$ cat config.mk
export PLATFORM = sky130hd
export DESIGN_NAME = lpsr_regs
export DESIGN_NICKNAME = d
export VERILOG_FILES = /design/src/core/lpsr_pkg.sv /design/src/core/lpsr_regs.sv
export SDC_FILE = /design/constraint.sdc
export NUM_CORES = 1
export LEC_CHECK = 0
export ABC_AREA = 0
export BUFFER_PORTS_ARGS = -buffer_cell sky130_fd_sc_hd__buf_2
export CORE_UTILIZATION = 58
export DETAILED_ROUTE_END_ITERATION = 8
export MAX_ROUTING_LAYER = met4
export PLACE_DENSITY = 0.79
export SYNTH_ARGS = -nofsm -noshare
export SYNTH_HDL_FRONTEND = slang
export SYNTH_SLANG_ARGS = --single-unit
export TNS_END_PERCENT = 5
$ cat constraint.sdc
create_clock -name core_clk -period 2.8 [get_ports core_clk]
set_input_delay 0.56 -clock core_clk [delete_from_list [all_inputs] [get_ports core_clk]]
set_output_delay 0.56 -clock core_clk [all_outputs]
set_load 0.02 [all_outputs]
$ cat src/core/lpsr_pkg.sv
package lpsr_pkg;
    // ----------------------------------------
    // command codes
    // ----------------------------------------
    localparam logic [7:0] LPSR_CMD_ENTRY    = 8'hB7;
    localparam logic [7:0] LPSR_CMD_PWR_ONE  = 8'hC0;
    localparam logic [7:0] LPSR_CMD_PWR_TWO  = 8'hC1;
    localparam logic [7:0] LPSR_CMD_SW_RESET = 8'h01;
    // ----------------------------------------
    // field positions
    // ----------------------------------------
    localparam int LPSR_BIAS_LSB    = 4;
    localparam int LPSR_STEP_LSB    = 0;
    localparam int LPSR_DSTBY_BIT   = 3;
    localparam int LPSR_GATE_BIT    = 2;
    localparam int LPSR_DISP_BIT    = 1;
    localparam int LPSR_LVD_BIT     = 0;
    localparam int LPSR_REFIN_LSB   = 0;
    localparam int LPSR_REFLVL_LSB  = 0;
    // ----------------------------------------
    // reset values
    // ----------------------------------------
    localparam logic [3:0] LPSR_STEP_RST   = 4'h0;
    localparam logic [2:0] LPSR_BIAS_RST   = 3'h1;
    localparam logic [2:0] LPSR_REFIN_RST  = 3'h1;
    localparam logic [5:0] LPSR_REFLVL_RST = 6'h26;
    localparam logic [3:0] LPSR_ENTRY_RST  = 4'h7;
    localparam logic [2:0] LPSR_WAKE_PULSES = 3'h6;
    // idle pin levels: data 0, ext 0, read 1, write 1, dc 0, cs 1
    localparam logic [12:0] LPSR_PIN_IDLE  = 13'h000D;
    // ----------------------------------------
    // gate output levels
    // ----------------------------------------
    localparam logic [1:0] LPSR_GATE_HIGH   = 2'h0;
    localparam logic [1:0] LPSR_GATE_LOW    = 2'h1;
    localparam logic [1:0] LPSR_GATE_NORMAL = 2'h2;
    typedef enum logic [3:0] {
        LPSR_SEL_NONE  = 4'h1,
        LPSR_SEL_ENTRY = 4'h2,
        LPSR_SEL_ONE   = 4'h4,
        LPSR_SEL_TWO   = 4'h8
    } lpsr_sel_t;
endpackage

$ cat src/core/lpsr_regs.sv
// How it works
// - command C1h with select low on write rise picks power setting two
// - data byte: bit7 zero, bias in bits 6..4, step-up in 3..0
// - step-up bit 3 picks tripled versus doubled source rail, plus gate pair
// - bias code 000 halts amplifier; other codes small, medium or large
// - power setting two is taken only while extension enable is high
// - after power-on or software reset step-up is 0000, bias 001
// - after power-on deep standby 0, gate-on, display and detect-disable 1
// - software reset restores the same entry mode defaults
// - command C0h selects power setting one ahead of its parameters
// - after power-on reference input 001, reference level 100110
// - software reset restores reference input 001, level 100110
// - registers stay writable in every display mode, but take no writes in deep standby
// - deep standby left after six chip select falls or reset pin
// - gate outputs high, low or normal from gate-on and display bits
module lpsr_regs
    import lpsr_pkg::*;
#(
    parameter int SYNC_STAGES = 2,
    parameter int WAKE_PULSES = int'(LPSR_WAKE_PULSES)
)
(
    input  wire logic       core_clk,
    input  wire logic       nrst,
    input  wire logic       chip_select_n,
    input  wire logic       command_data_select,
    input  wire logic       write_strobe_n,
    input  wire logic       read_strobe_n,
    input  wire logic [7:0] data_in,
    input  wire logic       extension_command_enable,
    output logic [3:0]      step_up_factor,
    output logic [2:0]      amp_bias_current,
    output logic            source_tripled,
    output logic [2:0]      reference_input_select,
    output logic [5:0]      reference_level_select,
    output logic            deep_standby_request,
    output logic            gate_on_select,
    output logic            display_drive_enable,
    output logic            low_voltage_detect_disable,
    output logic [1:0]      gate_level,
    output logic            amp_halted
);
    // ----------------------------------------
    // parameter checks
    // ----------------------------------------
    // one stage would let a metastable strobe reach the decode
    if (SYNC_STAGES < 2) begin : g_bad_sync
        $error("lpsr_regs: SYNC_STAGES must be at least 2");
    end
    // the wake counter is four bits wide
    if (WAKE_PULSES < 1 || WAKE_PULSES > 15) begin : g_bad_wake
        $error("lpsr_regs: WAKE_PULSES must lie from 1 to 15");
    end

    // ----------------------------------------
    // local constants
    // ----------------------------------------
    localparam int         PIN_N     = 13;
    localparam logic [3:0] WAKE_LAST = 4'(WAKE_PULSES - 1);

    // ----------------------------------------
    // state and next values
    // ----------------------------------------
    lpsr_sel_t  sel_ff;
    lpsr_sel_t  nxt_sel;
    logic       one_phase_ff;
    logic       nxt_one_phase;
    logic [2:0] refin_ff;
    logic [2:0] nxt_refin;
    logic [5:0] reflvl_ff;
    logic [5:0] nxt_reflvl;
    logic [3:0] step_ff;
    logic [3:0] nxt_step;
    logic [2:0] bias_ff;
    logic [2:0] nxt_bias;
    logic       tripled_ff;
    logic       nxt_tripled;
    logic       halted_ff;
    logic       nxt_halted;
    logic       dstby_ff;
    logic       nxt_dstby;
    logic       gate_ff;
    logic       nxt_gate;
    logic       disp_ff;
    logic       nxt_disp;
    logic       lvd_ff;
    logic       nxt_lvd;
    logic [1:0] gate_lvl_ff;
    logic [1:0] nxt_gate_lvl;
    logic [3:0] wake_cnt_ff;
    logic [3:0] nxt_wake_cnt;
    logic       wr_prev_ff;
    logic       cs_prev_ff;

    // ----------------------------------------
    // pin synchronisers
    // ----------------------------------------
    // data is synchronised alongside the strobe; host holds it across the edge
    logic [PIN_N-1:0] pin_raw;
    logic [PIN_N-1:0] pin_sync;

    assign pin_raw = {data_in, extension_command_enable, read_strobe_n, write_strobe_n,
                      command_data_select, chip_select_n};

    for (genvar gi = 0; gi < PIN_N; gi++) begin : g_sync
        logic [SYNC_STAGES-1:0] chain_ff;
        // reset to idle level so no false edge follows reset
        always_ff @(posedge core_clk) begin
            if (!nrst) begin
                chain_ff <= {SYNC_STAGES{LPSR_PIN_IDLE[gi]}};
            end else begin
                chain_ff <= {chain_ff[SYNC_STAGES-2:0], pin_raw[gi]};
            end
        end
        assign pin_sync[gi] = chain_ff[SYNC_STAGES-1];
    end

    wire       cs_n_s = pin_sync[0];
    wire       dc_s   = pin_sync[1];
    wire       wr_n_s = pin_sync[2];
    wire       rd_n_s = pin_sync[3];
    wire       ext_ok = pin_sync[4];
    wire [7:0] cmd    = pin_sync[12:5];

    // ----------------------------------------
    // edge detection
    // ----------------------------------------
    always_ff @(posedge core_clk) begin
        if (!nrst) begin
            wr_prev_ff <= 1'b1;
            cs_prev_ff <= 1'b1;
        end else begin
            wr_prev_ff <= wr_n_s;
            cs_prev_ff <= cs_n_s;
        end
    end

    // ----------------------------------------
    // strobe decode
    // ----------------------------------------
    wire wr_rise  = wr_n_s & ~wr_prev_ff;
    wire cs_fall  = ~cs_n_s & cs_prev_ff;
    wire take     = wr_rise & ~cs_n_s & rd_n_s;
    wire cmd_take = take & ~dc_s;
    wire par_take = take & dc_s;
    wire awake    = ~dstby_ff;

    wire sw_reset = cmd_take & awake & (cmd == LPSR_CMD_SW_RESET);
    // writes are gated by awake; no register accepts writes in deep standby
    wire wr_entry = par_take & awake & (sel_ff == LPSR_SEL_ENTRY);
    wire wr_one   = par_take & awake & (sel_ff == LPSR_SEL_ONE) & ext_ok;
    wire wr_two   = par_take & awake & (sel_ff == LPSR_SEL_TWO) & ext_ok;

    // settings are not held in deep standby, so a wake clears them all
    wire wake      = dstby_ff & cs_fall & (wake_cnt_ff == WAKE_LAST);
    wire clr_state = ~nrst | sw_reset | wake;

    // ----------------------------------------
    // command select
    // ----------------------------------------
    // a refused C1h clears the selection, so its parameter is dropped too
    always_comb begin
        nxt_sel = sel_ff;
        if (!awake) begin
            nxt_sel = LPSR_SEL_NONE;
        end else if (cmd_take) begin
            case (cmd)
                LPSR_CMD_ENTRY:   nxt_sel = LPSR_SEL_ENTRY;
                LPSR_CMD_PWR_ONE: nxt_sel = LPSR_SEL_ONE;
                LPSR_CMD_PWR_TWO: nxt_sel = ext_ok ? LPSR_SEL_TWO
                                                   : LPSR_SEL_NONE;
                default:          nxt_sel = LPSR_SEL_NONE;
            endcase
        end
    end

    always_ff @(posedge core_clk) begin
        if (clr_state) begin
            sel_ff <= LPSR_SEL_NONE;
        end else begin
            sel_ff <= nxt_sel;
        end
    end

    // ----------------------------------------
    // power setting one
    // ----------------------------------------
    // two bytes: input select, then level; further bytes alternate
    always_comb begin
        nxt_one_phase = one_phase_ff;
        if (cmd_take) begin
            nxt_one_phase = 1'b0;
        end else if (wr_one) begin
            nxt_one_phase = ~one_phase_ff;
        end
    end

    wire take_refin  = wr_one & ~one_phase_ff;
    wire take_reflvl = wr_one & one_phase_ff;

    assign nxt_refin  = take_refin ? cmd[LPSR_REFIN_LSB +: 3] : refin_ff;
    assign nxt_reflvl = take_reflvl ? cmd[LPSR_REFLVL_LSB +: 6] : reflvl_ff;

    always_ff @(posedge core_clk) begin
        if (clr_state) begin
            one_phase_ff <= 1'b0;
            refin_ff     <= LPSR_REFIN_RST;
            reflvl_ff    <= LPSR_REFLVL_RST;
        end else begin
            one_phase_ff <= nxt_one_phase;
            refin_ff     <= nxt_refin;
            reflvl_ff    <= nxt_reflvl;
        end
    end

    // ----------------------------------------
    // power setting two
    // ----------------------------------------
    wire [3:0] par_step = cmd[LPSR_STEP_LSB +: 4];
    wire [2:0] par_bias = cmd[LPSR_BIAS_LSB +: 3];

    assign nxt_step    = wr_two ? par_step : step_ff;
    assign nxt_bias    = wr_two ? par_bias : bias_ff;
    assign nxt_tripled = wr_two ? par_step[3] : tripled_ff;
    assign nxt_halted  = wr_two ? (par_bias == 3'h0) : halted_ff;

    always_ff @(posedge core_clk) begin
        if (clr_state) begin
            step_ff    <= LPSR_STEP_RST;
            bias_ff    <= LPSR_BIAS_RST;
            tripled_ff <= LPSR_STEP_RST[3];
            halted_ff  <= (LPSR_BIAS_RST == 3'h0);
        end else begin
            step_ff    <= nxt_step;
            bias_ff    <= nxt_bias;
            tripled_ff <= nxt_tripled;
            halted_ff  <= nxt_halted;
        end
    end

    // ----------------------------------------
    // entry mode and deep standby
    // ----------------------------------------
    wire [3:0] par_entry    = cmd[3:0];
    wire [1:0] par_gate_lvl = !par_entry[LPSR_GATE_BIT] ? LPSR_GATE_HIGH
                            : !par_entry[LPSR_DISP_BIT] ? LPSR_GATE_LOW
                            : LPSR_GATE_NORMAL;

    assign nxt_dstby    = wr_entry ? par_entry[LPSR_DSTBY_BIT] : dstby_ff;
    assign nxt_gate     = wr_entry ? par_entry[LPSR_GATE_BIT] : gate_ff;
    assign nxt_disp     = wr_entry ? par_entry[LPSR_DISP_BIT] : disp_ff;
    assign nxt_lvd      = wr_entry ? par_entry[LPSR_LVD_BIT] : lvd_ff;
    assign nxt_gate_lvl = wr_entry ? par_gate_lvl : gate_lvl_ff;
    // only chip select falls seen in standby count towards a wake
    assign nxt_wake_cnt = (dstby_ff && cs_fall) ? wake_cnt_ff + 4'h1 : wake_cnt_ff;

    always_ff @(posedge core_clk) begin
        if (clr_state) begin
            dstby_ff    <= LPSR_ENTRY_RST[LPSR_DSTBY_BIT];
            gate_ff     <= LPSR_ENTRY_RST[LPSR_GATE_BIT];
            disp_ff     <= LPSR_ENTRY_RST[LPSR_DISP_BIT];
            lvd_ff      <= LPSR_ENTRY_RST[LPSR_LVD_BIT];
            gate_lvl_ff <= LPSR_GATE_NORMAL;
            wake_cnt_ff <= 4'h0;
        end else begin
            dstby_ff    <= nxt_dstby;
            gate_ff     <= nxt_gate;
            disp_ff     <= nxt_disp;
            lvd_ff      <= nxt_lvd;
            gate_lvl_ff <= nxt_gate_lvl;
            wake_cnt_ff <= nxt_wake_cnt;
        end
    end

    // ----------------------------------------
    // outputs
    // ----------------------------------------
    assign step_up_factor             = step_ff;
    assign amp_bias_current           = bias_ff;
    assign source_tripled             = tripled_ff;
    assign amp_halted                 = halted_ff;
    assign reference_input_select     = refin_ff;
    assign reference_level_select     = reflvl_ff;
    assign deep_standby_request       = dstby_ff;
    assign gate_on_select             = gate_ff;
    assign display_drive_enable       = disp_ff;
    assign low_voltage_detect_disable = lvd_ff;
    assign gate_level                 = gate_lvl_ff;
endmodule

==> flow_summary.ini, run 1 <==
[logic_synthesis]
synth_compound_area_share_pct = 3.29
yosys.area.top_type_share_pct = 54.4
synth-async-reset-ratio_pct = 0
dominant_combinational_cell_family_by_area_after_synthesis = simple AND/OR/NAND/NOR gates
synthesized_cell_area_um2 = 2210
synth.avg_cell_area_um2 = 10.6
post_synth_inst_count = 208
synthesis.yosys.warnings = 0
post_synth_fa_ha_maj_area_fraction_pct = 1.13
most_frequently_used_flop_master_after_synthesis = sky130_fd_sc_hd__dfxtp_1
post_synth_main_area_contributors = sky130_fd_sc_hd__dfxtp_1 (54%), sky130_fd_sc_hd__mux2i_1 (9.1%), sky130_fd_sc_hd__and2_1 (5.7%)
synth-simple-area-share_pct = 27.9
ys_top_cells_by_count = sky130_fd_sc_hd__dfxtp_1 (60), sky130_fd_sc_hd__and2_1 (20), sky130_fd_sc_hd__mux2i_1 (20)
synth_seq_cells = 60
synth_seq_area_share_pct = 54.4
synthMuxAreaShare_pct = 9.07
synth.most_common_cell = sky130_fd_sc_hd__dfxtp_1
postSynthNetCount = 225
synth.distinct_cells = 39
synth_enable_flop_cells = 0
post_synthesis_cell_type_with_the_largest_combined_area = sky130_fd_sc_hd__dfxtp_1
synth_xor_xnor_area_share_pct = 1.19

[final_layout]
layout-area-overhead-vs-synth_pct = 18.9
final-seq-area_um2 = 1200
multi_input_comb_area_um2 = 941
finalNetCount = 265
final_layout_size_suffix_gt1_share_pct = 25.7
final.fill_count = 286
antenna-diode-count = 0

[power_and_ir_drop]
ir_drop_mv = 0.439
power.density_nw_per_um2 = 642
totalPowerFinal_mw = 1.68
p_leak_nw = 1.06

[grt]
grt_start_max_net_pins = 30
grt_use_total_pct = 20.3
grt_first_pass_wirelength_mm = 6.13
grt_pass1_vias = 1435
global_route.overflow_total = 0
grt_antenna_before_repair = 0

[sta]
final.period_utilization_pct = 69.8
period_minus_slack_ns = 1.95
timing.clock.skew_ns = 0.00843
tightest_slew_ns = 0.744
setup-violations-final = 0
grt_setup_unrepaired = no
max_slew_margin_pct = 50.3
final-max-slew-violation-count = 0
totalNegativeSetupSlack_ns = 0
max_clock_freq_mhz = 512
finalHoldViolCount = 0

[floorplan]
die_x_um = 63.7
design.core.area_um2 = 3660
pin_count = 39
die_height_um = 63.7
floorplan.initialDensity_pct = 60.3
design.die.area_um2 = 4060
std_cell_rows = 22

[drt]
drt_pass1_iterations = 4
route.detailed.vias_per_inst = 5.13
route.detailed.drc = 0
drtAntennaViolNets = 0
detailedRoute.firstIterationViolations = 92
finalWirelength_mm = 3.57
wl_per_cell_um = 11.9
vias = 1543

[clock_tree]
numCtsBuffers = 9
cts_setup_buffers = 0
htreeDepth = 3
cts_tree = built
post_cts_resize_count = 0
worst_skew_pair.late_latency_ns = 0.32
path_clk_slew_ns = 0.07
cts-hold-fix-buffers = 0
cts_root_buffer_type = sky130_fd_sc_hd__clkbuf_8
cts.sink_count = 60
max-clock-path-buffers = 2

[setup_path]
rrSetupSlack_ns = 0.85
setup.worst_path.start_class = register
arrival_ns = 2.13
r2r.worst_path.cells = 4
timing.rr.end = reference_level_select[4]
cp.required_ns = 2.98
worstReg2RegStart = deep_standby_request
setup.worst_path.end_class = register
crit_path_max_fanout = 17
critPathKind = register to register

[place]
post-dp-hpwl_mm = 2.44
gp_congestion = 0.870
io_buffer_count = 38

[job]
max_cap_violations = 0

[outcome]
status = completed

[min_path]
timing.hold.worst.class = register to register
holdCritStartpoint = g_sync[3].chain_ff[0]
timing.hold.worst_endpoint = g_sync[3].chain_ff[1]
whs_path_depth = 1
## routing by layer
metal / part of all wire (%) / up-vias / wire [um] / global-route usage [%]
met5: 0 / - / 0 / -
li1: - / 786 / - / -
met3: 3.7 / 2 / 133 / 4.71
met4: 0.42 / 0 / 15 / 10.2
met1: 49 / 716 / 1760 / 24.3
met2: 47 / 39 / 1660 / 31.9
## flip-flops by register name, summed over array words and instances (netlist names), 2 cells and up
name	flops
g_sync.chain_ff	26
step_up_factor	4
sel_ff	4
reference_input_select	3
wake_cnt_ff	4
amp_bias_current	3
reference_level_select	6
gate_level	2
## critical path: stages, from the launching register on
cell and delay [ns]:
sky130_fd_sc_hd__dfxtp_1 0.57, sky130_fd_sc_hd__and3b_1 0.34, sky130_fd_sc_hd__a41o_1 0.23, sky130_fd_sc_hd__nand2b_1 0.56, sky130_fd_sc_hd__nor2_1 0.11
## power by group
group | switching, mW | internal, mW | total, mW
clock | 0.324 | 0.433 | 0.756
sequential | 0.0131 | 0.872 | 0.885
combinational | 0.0196 | 0.0230 | 0.0426
total | 0.356 | 1.33 | 1.68
## cell usage in the layout (no fill, tap or decap), types with 2 or more instances in the layout
cell                         count
sky130_fd_sc_hd__clkinv_2        2
sky130_fd_sc_hd__or3b_2          2
sky130_fd_sc_hd__and2_1         20
sky130_fd_sc_hd__clkinvlp_4      2
sky130_fd_sc_hd__xnor2_1         2
sky130_fd_sc_hd__nor2_1         19
sky130_fd_sc_hd__nor3_1          5
sky130_fd_sc_hd__mux2i_1        20
sky130_fd_sc_hd__nand4_1         4
sky130_fd_sc_hd__dfxtp_1        60
sky130_fd_sc_hd__inv_1           4
sky130_fd_sc_hd__buf_2          38
sky130_fd_sc_hd__a21oi_1         4
sky130_fd_sc_hd__nor4_2          2
sky130_fd_sc_hd__nand3b_1        3
sky130_fd_sc_hd__clkbuf_8       10
sky130_fd_sc_hd__buf_4           2
sky130_fd_sc_hd__ha_1            2
sky130_fd_sc_hd__nand2b_1       12
sky130_fd_sc_hd__nand2_1        17
## cell families (layout without fill, tap and decap cells)
logic type,count (synthesis),count (layout)
xor+xnor,3,3
simple gates,98,98
compound gates,10,10
mux,20,20
buf+inv,15,60
fa+ha+maj,2,2
flops,60,60
## final cells by class
type / count / area share (%)
Clock inverter: 6 / 2.43
Timing Repair Buffer: 40 / 7.82
Clock buffer: 10 / 5.25
Tap cell: 48 / 2.29
Inverter: 4 / 0.572
Multi-Input combinational cell: 133 / 35.9
Sequential cell: 60 / 45.8
## how the worst max path moves through the flow
| stage | startpoint | end | slack (ns) | cells after the start |
|---|---|---|---|---|
| 2_1_floorplan | deep_standby_request | amp_bias_current[1] | 0.95 | 8 |
| 3_3_place_gp | deep_standby_request | wake_cnt_ff[1] | 0.87 | 4 |
| 3_5_place_dp | deep_standby_request | wake_cnt_ff[1] | 0.84 | 4 |
| 4_1_cts | deep_standby_request | reference_level_select[4] | 0.84 | 4 |
| 5_1_grt | deep_standby_request | wake_cnt_ff[3] | 0.66 | 4 |
| 6_report | deep_standby_request | reference_level_select[4] | 0.85 | 4 |
## through the flow
stage	setup WS [ns]	area [um2]	hold WS, ns	util [%]	cells
floorplan	0.948	2210	0.386	-	208
global placement	0.867	2420	0.388	66.2	285
detailed placement	0.844	2420	0.392	66.2	285
CTS	0.842	2620	0.406	71.7	301
global route	0.657	2620	0.413	71.7	301
finish	0.847	2620	0.405	71.7	301
Note: power is estimated with default switching activity, not from simulation.
==> run 2, diff against run 1 <==
--- a/config.mk
+++ b/config.mk
@@ -7,10 +7,10 @@
 export LEC_CHECK = 0
 export ABC_AREA = 0
 export BUFFER_PORTS_ARGS = -buffer_cell sky130_fd_sc_hd__buf_2
-export CORE_UTILIZATION = 58
+export CORE_UTILIZATION = 54
 export DETAILED_ROUTE_END_ITERATION = 8
 export MAX_ROUTING_LAYER = met4
-export PLACE_DENSITY = 0.79
+export PLACE_DENSITY = 0.74
 export SYNTH_ARGS = -nofsm -noshare
 export SYNTH_HDL_FRONTEND = slang
 export SYNTH_SLANG_ARGS = --single-unit
==> constraint.sdc (replaced) <==
create_clock -name core_clk -period 1.8 [get_ports core_clk]
set_input_delay 0.36 -clock core_clk [delete_from_list [all_inputs] [get_ports core_clk]]
set_output_delay 0.36 -clock core_clk [all_outputs]
set_load 0.02 [all_outputs]
==> flow_summary.ini, run 2 (synthesized netlist as in run 1, its figures left out) <==
[setup_path]
worst_setup_path_endpoint = reference_input_select[0]
timing.rr.end = reference_input_select[0]
cp.required_ns = 2.01
crit_path_cell_trace = or3b_2 > nor4_2 > buf_4 > mux2i_1 > nand2_1
rrSetupSlack_ns = 0.15
critPathKind = register to register
slowest_delay_ns = 0.48
r2r.worst_path.cells = 5
crit_path_max_fanout = 6
cpMaxStageDelayCell = sky130_fd_sc_hd__or3b_2
arrival_ns = 1.86
setup.worst_path.start_class = register
crit_start = sel_ff[2]
setup.worst_path.end_class = register
worstReg2RegStart = sel_ff[2]

[final_layout]
final_layout_size_suffix_gt1_share_pct = 28.0
largest_reg_flops = 26
commonest_cells_after_routing_fill_and_taps_aside = sky130_fd_sc_hd__dfxtp_1 (60), sky130_fd_sc_hd__buf_2 (38), sky130_fd_sc_hd__mux2i_1 (20), sky130_fd_sc_hd__and2_1 (20), sky130_fd_sc_hd__nor2_1 (19)
top_register = g_sync.chain_ff
final.fill_count = 297
layout-area-overhead-vs-synth_pct = 21.4
final_common_cell = sky130_fd_sc_hd__dfxtp_1
design_area_um2 = 2680
antenna-diode-count = 0
finalNetCount = 274

[power_and_ir_drop]
totalPowerFinal_mw = 2.48
seqPwrFrac_pct = 55.5
ir_drop_mv = 0.638
power.combinational.fraction_pct = 3.4
internal-power_mw = 1.96
power.density_nw_per_um2 = 924
pwr-share-clk_pct = 41.1
p_switching_uw = 512
p_sw_share_pct = 20.7
p_leak_nw = 1.11

[drt]
route.met3.wl_um = 259
vias = 1576
route.detailed.drc = 0
route.met2.wl_mm = 1.76
wl_met1_mm = 1.80
detailedRoute.firstIterationViolations = 83
drt_pass1_iterations = 4
wl_per_cell_um = 12.8
finalWirelength_mm = 3.95
drtAntennaViolNets = 0
route.detailed.vias_per_inst = 5.10
highest_layer = met4

[floorplan]
die_height_um = 65.9
die_x_um = 65.9
floorplan.initialDensity_pct = 58.1
pin_count = 39
design.die.area_um2 = 4350
std_cell_rows = 22
design.core.area_um2 = 3800

[clock_tree]
numCtsBuffers = 9
path_clk_slew_ns = 0.06
worst_skew_pair.late_latency_ns = 0.34
cts.sink_count = 60
cts_setup_buffers = 0
cts-hold-fix-buffers = 0
cts_tree = built
max-clock-path-buffers = 2
cts_root_buffer_type = sky130_fd_sc_hd__clkbuf_8
htreeDepth = 3

[grt]
global_route.overflow_total = 0
grt_use_total_pct = 21.6
grt_first_pass_wirelength_mm = 6.47
grt_pass1_vias = 1506
grt_antenna_before_repair = 0
grt_start_max_net_pins = 30

[sta]
tightest_slew_ns = 0.472
period_minus_slack_ns = 1.65
timing.clock.skew_ns = 0.00820
setup-violations-final = 0
totalNegativeSetupSlack_ns = 0
max_clock_freq_mhz = 607
final-max-slew-violation-count = 0
max_slew_margin_pct = 68.1
finalHoldViolCount = 0
grt_setup_unrepaired = no
final.period_utilization_pct = 91.6

[min_path]
whs_path_depth = 2
timing.hold.worst.class = input port to register

[place]
post_place_cell_area_um2 = 2500
gp_congestion = 0.883
post-dp-hpwl_mm = 2.75
io_buffer_count = 38

[outcome]
status = completed

[job]
max_cap_violations = 0
[run 2: layout make-up]
type,count,area (um2),area share (%)
clock buffers,13,159,5.93
clock inverters,2,10.0,0.373
inverters,4,15.0,0.560
multi-input cells,133,950,35.4
flip-flops and latches,60,1200,44.8
well taps,48,60.1,2.24
repair buffers,49,285,10.6
[run 2: per-stage QoR]
step | std cells | hold WS [ns] | setup WS [ns] | util, %
after floorplan | 208 | 0.386 | 0.0641 | -
after global placement | 294 | 0.390 | 0.129 | 65.9
after detailed placement | 294 | 0.394 | 0.0404 | 65.9
after CTS | 309 | 0.188 | 0.0281 | 70.3
after global routing | 309 | 0.202 | 0.0616 | 70.6
final | 309 | 0.204 | 0.152 | 70.6
[run 2: how the worst min path moves through the flow]
stage / startpoint / slack (ns) / to
6_report: write_strobe_n / 0.20 / g_sync[2].chain_ff[0]
5_1_grt: chip_select_n / 0.20 / g_sync[0].chain_ff[0]
4_1_cts: chip_select_n / 0.19 / g_sync[0].chain_ff[0]
3_5_place_dp: g_sync[2].chain_ff[0] / 0.39 / g_sync[2].chain_ff[1]
3_3_place_gp: g_sync[2].chain_ff[0] / 0.39 / g_sync[2].chain_ff[1]
2_1_floorplan: g_sync[0].chain_ff[0] / 0.39 / g_sync[0].chain_ff[1]
[run 2: worst max-delay path, delay by kind of cell (launching register included)]
kind	cells	cell delay, ns
buf+inv	1	0.19
flops	1	0.42
mux	1	0.20
simple gates	3	0.70
[run 2: power groups by stage]
stage	Combinational [mW]	Sequential (mW)	Clock, mW
floorplan	0.0508	1.40	0
detailed placement	0.0839	1.40	0
global route	0.0933	1.38	1.11
finish	0.0841	1.37	1.02
global placement	0.0825	1.40	0
CTS	0.0841	1.37	1.05
[run 2: layer usage]
layer | vias to the layer above | global-route usage (%)
met2 | 57 | 32.3
met3 | 11 | 7.93
met5 | - | -
met1 | 706 | 23.4
li1 | 802 | -
met4 | 0 | 16.2
[run 2: timing repair]
item | CTS | global route
endpoints found under the hold margin | 0 | 0
resized for setup | 0 | 2
endpoints found under the setup margin | 0 | 6
